<file path="src/hw/ac_sense_pkg.sv">
package ac_sense_pkg;
  // register offsets on the plain register port
  localparam logic [15:0] ADDR_GAIN_TRIM = 16'hfe77;
  localparam logic [15:0] ADDR_FLAG_CONFIG = 16'hfe78;
  localparam logic [15:0] ADDR_FLAG_STATUS = 16'hfe7f;
  localparam logic [15:0] ADDR_VALUE_HI = 16'hfed9;
  localparam logic [15:0] ADDR_VALUE_LO = 16'hfeda;

  localparam logic [7:0] GAIN_TRIM_RESET = 8'h00;
  localparam logic [7:0] FLAG_CONFIG_RESET = 8'h00;

  // field positions
  localparam int TRIM_SIGN_BIT = 7;
  localparam int CFG_INCLUDE_BIT = 7;
  localparam int CFG_PG_DEB_BIT = 6;
  localparam int CFG_THR_LSB = 2;
  localparam int CFG_DEB_LSB = 0;
  localparam int STAT_RAW_BIT = 0;
  localparam int STAT_FLAG_BIT = 1;
  localparam int STAT_PG_FLAG_BIT = 2;

  localparam int VALUE_W = 16;
  localparam int TRIM_SHIFT = 10;

  // timing: one debounce tick every 100 us
  localparam int CLK_HZ = 40_000_000;
  localparam int TICK_US = 100;
  localparam int TICK_CYC = CLK_HZ / 1_000_000 * TICK_US;
  localparam int DEB_SHORT_US = 2600;
  localparam int DEB_MID_US = 10400;
  localparam int DEB_LONG_US = 100000;
  localparam int DEB_SHORT_TICKS = DEB_SHORT_US / TICK_US;
  localparam int DEB_MID_TICKS = DEB_MID_US / TICK_US;
  localparam int DEB_LONG_TICKS = DEB_LONG_US / TICK_US;
  localparam int DEB_CNT_W = 12;

  localparam int HYST_MV = 75;

  typedef enum logic [1:0] {DEB_NONE, DEB_SHORT, DEB_MID, DEB_LONG} deb_sel_e;

  typedef struct packed {
    logic negative;
    logic [6:0] magnitude;
  } gain_trim_s;

  typedef struct packed {
    logic includeInPg;
    logic pgDebounce;
    logic [3:0] threshold;
    deb_sel_e debounceSel;
  } flag_config_s;
endpackage : ac_sense_pkg

</file>
<file path="src/hw/flag_debounce.sv">
`timescale 1ns/10ps
module flag_debounce (
  input wire logic mclk,
  input wire logic rst_n,
  input wire logic tick,
  input wire logic rawIn,
  input wire logic [ac_sense_pkg::DEB_CNT_W-1:0] limit,
  output logic flagOut
);
  logic flag_q;
  logic [ac_sense_pkg::DEB_CNT_W-1:0] cnt_q;
  logic [ac_sense_pkg::DEB_CNT_W-1:0] cntInc;
  wire bypass = (limit == '0);
  wire differs = (rawIn != flag_q);
  wire expire = tick && ((cntInc >= limit));

  assign cntInc = cnt_q + 1'b1;
  assign flagOut = flag_q;

  // any reversal restarts the timer; tick granularity gives up to one tick of slack
  always_ff @(posedge mclk or negedge rst_n) begin
    if (!rst_n) begin
      flag_q <= 1'b0;
      cnt_q <= '0;
    end else if (bypass) begin
      flag_q <= rawIn;
      cnt_q <= '0;
    end else if (!differs) begin
      cnt_q <= '0;
    end else if (expire) begin
      flag_q <= rawIn;
      cnt_q <= '0;
    end else if (tick) begin
      cnt_q <= cntInc;
    end
  end

  a_deb_hold_early: assert property (@(posedge mclk) disable iff (!rst_n)
    (!bypass && differs && !expire) |=> $stable(flag_q))
    else $error("debounced flag changed before its time ran out");

  a_deb_restart: assert property (@(posedge mclk) disable iff (!rst_n)
    (!bypass && !differs) |=> (cnt_q == '0))
    else $error("debounce timer not restarted when raw agrees with flag");
endmodule : flag_debounce

</file>
<file path="src/hw/ac_sense_flag_logic.sv">
// Operation
// - trim register bit 7 high subtracts the correction, low adds it
// - trim bits 6..0 scale the ac sense reading as a gain correction
// - config bit 7 folds the ac sense flag into both power-good flags
// - config bit 6 picks the power-good path debounce: none or 2.6 ms
// - threshold bits 5..2 compare against the top four bits of the sense value
// - comparison has 75 mV hysteresis between asserting and releasing levels
// - threshold of zero keeps the ac sense flag cleared
// - config bits 1..0 pick flag debounce: none, 2.6, 10.4 or 100 ms
//
// The strobed register port was left to the implementer.
`timescale 1ns/10ps
module ac_sense_flag_logic #(
  parameter int FULL_SCALE_MV = 1600,
  parameter int DEB_SHORT_TICKS = ac_sense_pkg::DEB_SHORT_TICKS,
  parameter int DEB_MID_TICKS = ac_sense_pkg::DEB_MID_TICKS,
  parameter int DEB_LONG_TICKS = ac_sense_pkg::DEB_LONG_TICKS
) (
  input wire logic mclk,
  input wire logic rst_n,
  input wire logic [15:0] regAddr,
  input wire logic [7:0] regWdata,
  input wire logic regWrite,
  input wire logic regRead,
  output logic [7:0] regRdata,
  input wire logic [ac_sense_pkg::VALUE_W-1:0] acSample,
  input wire logic acSampleValid,
  input wire logic powerGoodRawA,
  input wire logic powerGoodRawB,
  output logic [ac_sense_pkg::VALUE_W-1:0] acSenseValue,
  output logic acSenseFlag,
  output logic power_good_chan_a,
  output logic power_good_chan_b
);
  localparam int VW = ac_sense_pkg::VALUE_W;
  localparam int HYST_CNT = ac_sense_pkg::HYST_MV * (2 ** VW) / FULL_SCALE_MV;
  localparam int CW = ac_sense_pkg::DEB_CNT_W;

  ac_sense_pkg::gain_trim_s trim_q;
  ac_sense_pkg::flag_config_s cfg_q;
  logic [VW-1:0] value_q;
  logic rawFlag_q;
  logic [7:0] rdata_q;
  logic pgA_q;
  logic pgB_q;
  logic [11:0] tickCnt_q;
  logic tick_q;
  logic flagDeb;
  logic pgFlagDeb;

  // register decode
  wire selTrim = (regAddr == ac_sense_pkg::ADDR_GAIN_TRIM);
  wire selCfg = (regAddr == ac_sense_pkg::ADDR_FLAG_CONFIG);
  wire selStat = (regAddr == ac_sense_pkg::ADDR_FLAG_STATUS);
  wire selHi = (regAddr == ac_sense_pkg::ADDR_VALUE_HI);
  wire selLo = (regAddr == ac_sense_pkg::ADDR_VALUE_LO);
  wire [7:0] statusWord = {5'h00, pgFlagDeb, flagDeb, rawFlag_q};
  wire [7:0] readMux = selTrim ? trim_q :
                       selCfg ? cfg_q :
                       selStat ? statusWord :
                       selHi ? value_q[VW-1:VW-8] :
                       selLo ? value_q[7:0] : 8'h00;

  always_ff @(posedge mclk or negedge rst_n) begin
    if (!rst_n) begin
      trim_q <= ac_sense_pkg::GAIN_TRIM_RESET;
      cfg_q <= ac_sense_pkg::FLAG_CONFIG_RESET;
      rdata_q <= 8'h00;
    end else begin
      if (regWrite && selTrim) trim_q <= regWdata;
      if (regWrite && selCfg) cfg_q <= regWdata;
      rdata_q <= regRead ? readMux : 8'h00;
    end
  end
  assign regRdata = rdata_q;

  // gain trim: correction = sample * magnitude / 1024, saturating on the high side
  wire [VW+6:0] trimProd = acSample * trim_q.magnitude;
  wire [VW:0] trimCorr = {4'h0, trimProd[VW+6:ac_sense_pkg::TRIM_SHIFT]};
  wire [VW:0] sumUp = {1'b0, acSample} + trimCorr;
  wire [VW:0] sumDown = {1'b0, acSample} - trimCorr;
  wire [VW-1:0] trimmed = trim_q.negative ? sumDown[VW-1:0] :
                          (sumUp[VW] ? {VW{1'b1}} : sumUp[VW-1:0]);

  always_ff @(posedge mclk or negedge rst_n) begin
    if (!rst_n) value_q <= '0;
    else if (acSampleValid) value_q <= trimmed;
  end
  assign acSenseValue = value_q;

  // threshold with hysteresis; flag set while the value sits under the threshold
  wire thrZero = (cfg_q.threshold == 4'h0);
  wire [VW:0] setLevel = {1'b0, cfg_q.threshold, {(VW-4){1'b0}}};
  wire [VW:0] relLevel = setLevel + (VW+1)'(HYST_CNT);
  wire belowSet = ({1'b0, value_q} < setLevel);
  wire belowRel = ({1'b0, value_q} < relLevel);
  wire rawFlag_d = thrZero ? 1'b0 : (rawFlag_q ? belowRel : belowSet);

  always_ff @(posedge mclk or negedge rst_n) begin
    if (!rst_n) rawFlag_q <= 1'b0;
    else rawFlag_q <= rawFlag_d;
  end

  // shared 100 us tick keeps the debounce counters narrow
  always_ff @(posedge mclk or negedge rst_n) begin
    if (!rst_n) begin
      tickCnt_q <= 12'h000;
      tick_q <= 1'b0;
    end else begin
      tick_q <= (tickCnt_q == 12'(ac_sense_pkg::TICK_CYC - 1));
      tickCnt_q <= (tickCnt_q == 12'(ac_sense_pkg::TICK_CYC - 1)) ? 12'h000 : tickCnt_q + 12'h001;
    end
  end

  wire [CW-1:0] flagLimit = (cfg_q.debounceSel == ac_sense_pkg::DEB_SHORT) ? CW'(DEB_SHORT_TICKS) :
                            (cfg_q.debounceSel == ac_sense_pkg::DEB_MID) ? CW'(DEB_MID_TICKS) :
                            (cfg_q.debounceSel == ac_sense_pkg::DEB_LONG) ? CW'(DEB_LONG_TICKS) :
                            '0;
  wire [CW-1:0] pgLimit = cfg_q.pgDebounce ? CW'(DEB_SHORT_TICKS) : '0;

  flag_debounce flagDebounce (
    .mclk(mclk),
    .rst_n(rst_n),
    .tick(tick_q),
    .rawIn(rawFlag_q),
    .limit(flagLimit),
    .flagOut(flagDeb)
  );

  // the power-good path carries its own debounce, independent of the flag's
  flag_debounce pgDebounce (
    .mclk(mclk),
    .rst_n(rst_n),
    .tick(tick_q),
    .rawIn(rawFlag_q),
    .limit(pgLimit),
    .flagOut(pgFlagDeb)
  );

  always_ff @(posedge mclk or negedge rst_n) begin
    if (!rst_n) begin
      pgA_q <= 1'b0;
      pgB_q <= 1'b0;
    end else begin
      pgA_q <= powerGoodRawA && !(cfg_q.includeInPg && pgFlagDeb);
      pgB_q <= powerGoodRawB && !(cfg_q.includeInPg && pgFlagDeb);
    end
  end
  assign acSenseFlag = flagDeb;
  assign power_good_chan_a = pgA_q;
  assign power_good_chan_b = pgB_q;

  a_trim_negative_sign: assert property (@(posedge mclk) disable iff (!rst_n)
    (acSampleValid && trim_q.negative) |=> (value_q <= $past(acSample)))
    else $error("negative trim raised the sense value");

  a_trim_positive_sign: assert property (@(posedge mclk) disable iff (!rst_n)
    (acSampleValid && !trim_q.negative) |=> (value_q >= $past(acSample)))
    else $error("positive trim lowered the sense value");

  a_trim_zero_mag: assert property (@(posedge mclk) disable iff (!rst_n)
    (acSampleValid && trim_q.magnitude == 7'h00) |=> (value_q == $past(acSample)))
    else $error("zero trim magnitude changed the sense value");

  a_pg_fold_off: assert property (@(posedge mclk) disable iff (!rst_n)
    !cfg_q.includeInPg |=> (power_good_chan_a == $past(powerGoodRawA)
                            && power_good_chan_b == $past(powerGoodRawB)))
    else $error("power-good changed while fold is off");

  a_pg_fold_on: assert property (@(posedge mclk) disable iff (!rst_n)
    (cfg_q.includeInPg && pgFlagDeb) |=> (!power_good_chan_a && !power_good_chan_b))
    else $error("power-good stayed high with the ac sense flag folded in");

  a_pg_no_debounce: assert property (@(posedge mclk) disable iff (!rst_n)
    !cfg_q.pgDebounce |=> (pgFlagDeb == $past(rawFlag_q)))
    else $error("power-good path delayed with debounce off");

  a_threshold_set: assert property (@(posedge mclk) disable iff (!rst_n)
    (!thrZero && value_q[VW-1:VW-4] < cfg_q.threshold) |=> rawFlag_q)
    else $error("flag not raised below threshold");

  a_hyst_hold: assert property (@(posedge mclk) disable iff (!rst_n)
    (rawFlag_q && !thrZero && belowRel) |=> rawFlag_q)
    else $error("flag released inside the hysteresis band");

  a_thr_zero_clear: assert property (@(posedge mclk) disable iff (!rst_n)
    thrZero |=> !rawFlag_q)
    else $error("flag set with a zero threshold");

  a_flag_no_debounce: assert property (@(posedge mclk) disable iff (!rst_n)
    (cfg_q.debounceSel == ac_sense_pkg::DEB_NONE) |=> (flagDeb == $past(rawFlag_q)))
    else $error("flag delayed with debounce off");
endmodule : ac_sense_flag_logic

</file>
<file path="config.mk">
export PLATFORM = sky130hd
export DESIGN_NAME = ac_sense_flag_logic
export DESIGN_NICKNAME = d
export VERILOG_FILES = /design/src/hw/ac_sense_pkg.sv /design/src/hw/flag_debounce.sv /design/src/hw/ac_sense_flag_logic.sv
export SDC_FILE = /design/constraint.sdc
export NUM_CORES = 1
export LEC_CHECK = 0
export BUFFER_PORTS_ARGS = -buffer_cell sky130_fd_sc_hd__buf_2
export CAP_MARGIN = 20
export CORE_MARGIN = 4
export CORE_UTILIZATION = 53
export DETAILED_ROUTE_END_ITERATION = 12
export GPL_ROUTABILITY_DRIVEN = 0
export GPL_TIMING_DRIVEN = 0
export HOLD_SLACK_MARGIN = 0.15
export MAX_ROUTING_LAYER = met4
export PLACE_DENSITY = 0.72
export SETUP_SLACK_MARGIN = 0.02
export SYNTH_ARGS = -nofsm -noshare
export SYNTH_HDL_FRONTEND = slang
export SYNTH_SLANG_ARGS = --single-unit
</file>
<file path="constraint.sdc">
create_clock -name mclk -period 8.22 [get_ports mclk]
set_clock_uncertainty 0.15 [all_clocks]
set_input_delay 0.411 -clock mclk [delete_from_list [all_inputs] [get_ports mclk]]
set_output_delay 0.411 -clock mclk [all_outputs]
set_load 0.03 [all_outputs]
</file>
==> impl_metrics.csv <==
group,metric,value,unit
sta,fin_hold_ws,166,ps
cts,cts.sinks,82,
critical_path,crit-reg2reg-launch,"trim_q[5]",
sta,final_hold_viol_count,0,
pwr,p_per_area,91.1,nW/µm²
sta,rsz0062_at_grt,"no",
cts,cts_buffers,9,
die,die_w,138,µm
logic_synthesis,ys_async_sr_fraction,100,%
logic_synthesis,ys_seq_elements,82,
cells_and_area,multi_input_area,6300,µm²
cells_and_area,diodes,0,
die,die-area,19100,µm²
drt,first_iter_violations,504,
logic_synthesis,synth_fa_ha_area_share,27.3,%
logic_synthesis,syn_nets,1222,
placement,place_area,9660,µm²
logic_synthesis,synth_top_area_cell,"dfrtp_1",
run,timing.max_cap.violations,0,
logic_synthesis,synthTopCellsByArea,"dfrtp_1 (23%), fa_1 (16%), ha_1 (12%), and2_1 (6.2%), inv_1 (5.0%)",
sta,worstMarginPinSlew,665,ps
placement,dp.final_hpwl,16800,µm
critical_path,critPathKind,"reg -> reg",
logic_synthesis,synth_xor_area_share,5.36,%
sta,setup_viol,0,
sta,slew_violations,0,
sta,max_clock_freq,131,MHz
critical_path,rr_worst_depth,26,
cells_and_area,stdcell_area,9950,µm²
cts,cts_tree,"built",
logic_synthesis,post_synth_and_or_nand_nor_area_fraction,20.4,%
logic_synthesis,synthFlopType,"dfrtp_1",
logic_synthesis,netlist_instances,1021,
cts,max-clock-path-buffers,2,
logic_synthesis,syn_area,8990,µm²
sta,fin_setup_tns,0,ps
worst_hold_path,worstHoldStart,"powerGoodRawB",
critical_path,path_max_fanout,10,
worst_hold_path,min_to,"power_good_chan_b",
cells_and_area,drive_gt1_share,12.0,%
cts,htree_levels,3,
cts,root_buffer,"clkbuf_16",
logic_synthesis,synthTopCellsByCount,"inv_1 (119), nand2_1 (101), and2_1 (89)",
die,num_rows,47,
logic_synthesis,synth_most_common_cell,"inv_1",
worst_hold_path,hp-class,"in -> reg",
sta,finalCriticalPeriod,7610,ps
critical_path,cp-end-kind,"flip-flop",
critical_path,critPathLaunchType,"flip-flop",
grt,grt.overflow.total,0,
logic_synthesis,synth.area.mux_share,2.69,%
grt,grt_pass1_wl,36700,µm
cells_and_area,area_growth,10.7,%
logic_synthesis,synthDominantCellAreaShare,22.8,%
logic_synthesis,ys_warn_count,0,
drt,post-route-drc-count,0,
cts,post_cts_buffers,0,
cells_and_area,seq_area,2050,µm²
drt,vias_per_cell,5.61,
grt,grt_max_degree,49,
critical_path,critPathArrivalTime,7670,ps
cells_and_area,nets,1307,
critical_path,critPathRequiredTime,8280,ps
cts,clk_pin_slew,60,ps
drt,post_drt_wl_per_cell,15.9,µm
logic_synthesis,synth_top_family_by_area,"adder cells",
grt,grtUsageTotal,23.6,%
grt,antenna_found_initial,0,
critical_path,r2r-end,"acSenseValue[14]",
drt,dr.pass1.iters,5,
logic_synthesis,synth-edff-count,0,
logic_synthesis,avgSynthCellArea,8.81,µm²
drt,ant_nets,0,
cells_and_area,n_fill_cell,1500,
drt,vias,7467,
die,fp.dieH,138,µm
sta,relSlewSlack,55.4,%
die,start_util,54.2,%
sta,post-route-period-util,92.6,%
critical_path,rrSetupSlack,610,ps
worst_hold_path,hold_depth,2,
logic_synthesis,synth-seq-area-share,22.8,%
logic_synthesis,synth_cell_types,74,
cts,insertion_delay,340,ps
run_status,status,"finished, final reports clean",
logic_synthesis,synth_compound_area_share,14.4,%
pwr,worst_ir_drop_vdd,0.0958,mV
die,core_region_area,16600,µm²
pwr,p_leak,4.87,nW
grt,grt_pass1_vias,7522,
die,pin_count,74,
drt,routed_wl,21100,µm
placement,io_buffers,72,
## registers in the layout, indices dropped and copies added (netlist names)
signal                flops
cfg_q                     8
flagDebounce.flagOut      1
acSenseValue             16
pgDebounce.flagOut        1
trim_q                    8
flagDebounce.cnt_q       12
tick_q                    1
power_good_chan_b         1
regRdata                  8
pgDebounce.cnt_q         12
rawFlag_q                 1
tickCnt_q                12
power_good_chan_a         1
## metal layers
metal	global-route usage, %	routed length, µm	part of all wire, %
met1	29.9	9290	44
met3	3.00	954	4.5
met2	40.3	10500	50
met5	-	0	0
met4	6.24	423	2.0
## final cells by class
class	count	area share, %
Sequential cell	82	20.6
Inverter	120	4.58
Multi-Input combinational cell	783	63.4
Clock inverter	4	0.264
Timing Repair Buffer	74	4.02
Tap cell	220	2.77
Clock buffer	12	2.58
Buffer	36	1.81
## repair_timing
item,CTS,global route
hold buffers,1,0
hold endpoints to repair,34,0
gates resized for setup,0,0
## kinds of logic after synthesis
family	after synthesis
XOR/XNOR	55
adder cells (fa/ha/maj)	154
AND/OR/NAND/NOR	357
buffers and inverters	156
AO/OA/AOI/OAI	195
flip-flops	82
multiplexers	22
## worst max-delay path by stage
stage,from,endpoint,cells after the start
after floorplan,trim_q[6],acSenseValue[14],26
after global placement,trim_q[6],acSenseValue[14],26
after detailed placement,trim_q[6],acSenseValue[14],26
after CTS,trim_q[6],acSenseValue[14],26
after global routing,trim_q[6],acSenseValue[6],26
final,trim_q[5],acSenseValue[14],26
## layout by cell type, fill, tap and decap left out, types with 6 or more instances in the layout
cell       netlist  routed
nand4_1          7       7
xor2_1          23      23
o31ai_1          7       7
clkbuf_16        0       9
nand2b_1        11      11
xnor2_1         32      32
mux2_2          17      17
ha_1            84      84
o21bai_1         6       6
nand2_1        101     101
and3_1          11      11
inv_1          119     119
nor3_1           9       9
nand3_1         30      30
dfrtp_1         82      82
nor2_1          58      58
buf_2            5      76
o21a_1           6       6
a211oi_1        11      11
and2_1          89      89
a21o_1           6       6
a21boi_0         9       9
o21ai_0         40      40
nor4_1           8       8
a31oi_1          9       9
nor2b_1          9       9
fa_1            70      70
a21oi_1         53      53
clkbuf_1        25      26
o211ai_1         9       9
## stage by stage
stage / util [%] / setup WS [ps] / cells / total power [mW]
3_3_place_gp: 58.1 / 709 / 1313 / 0.536
4_1_cts: 60.0 / 602 / 1331 / 0.916
2_1_floorplan: - / 1710 / 1021 / 0.483
6_report: 60.0 / 612 / 1331 / 0.906
3_5_place_dp: 58.2 / 624 / 1314 / 0.539
5_1_grt: 60.0 / 127 / 1331 / 0.944
## worst max-delay path: stages, from the launching register on
cell       delay [ps]
dfrtp_1           620
clkbuf_1          460
and2_1            230
fa_1              440
fa_1              510
fa_1              550
inv_1              60
fa_1              530
inv_1              40
ha_1              260
clkbuf_1          280
o21a_1            180
o211ai_1           80
a211o_1           230
a21oi_1           250
o21ai_1           210
o21bai_1          260
xor2_1            110
ha_1              280
buf_4             160
nor2_2             60
a2111oi_4         500
nand2b_2          110
or4_4             520
o211ai_2           90
xnor2_1           210
a21oi_2            90
## report_power, final
group          total (mW)  switching [mW]  internal [mW]  leakage [nW]
Clock               0.374           0.154          0.220         0.139
Combinational       0.111          0.0738         0.0370          3.65
Sequential          0.422          0.0104          0.411          1.09
Power figures use the tool's default switching activity.
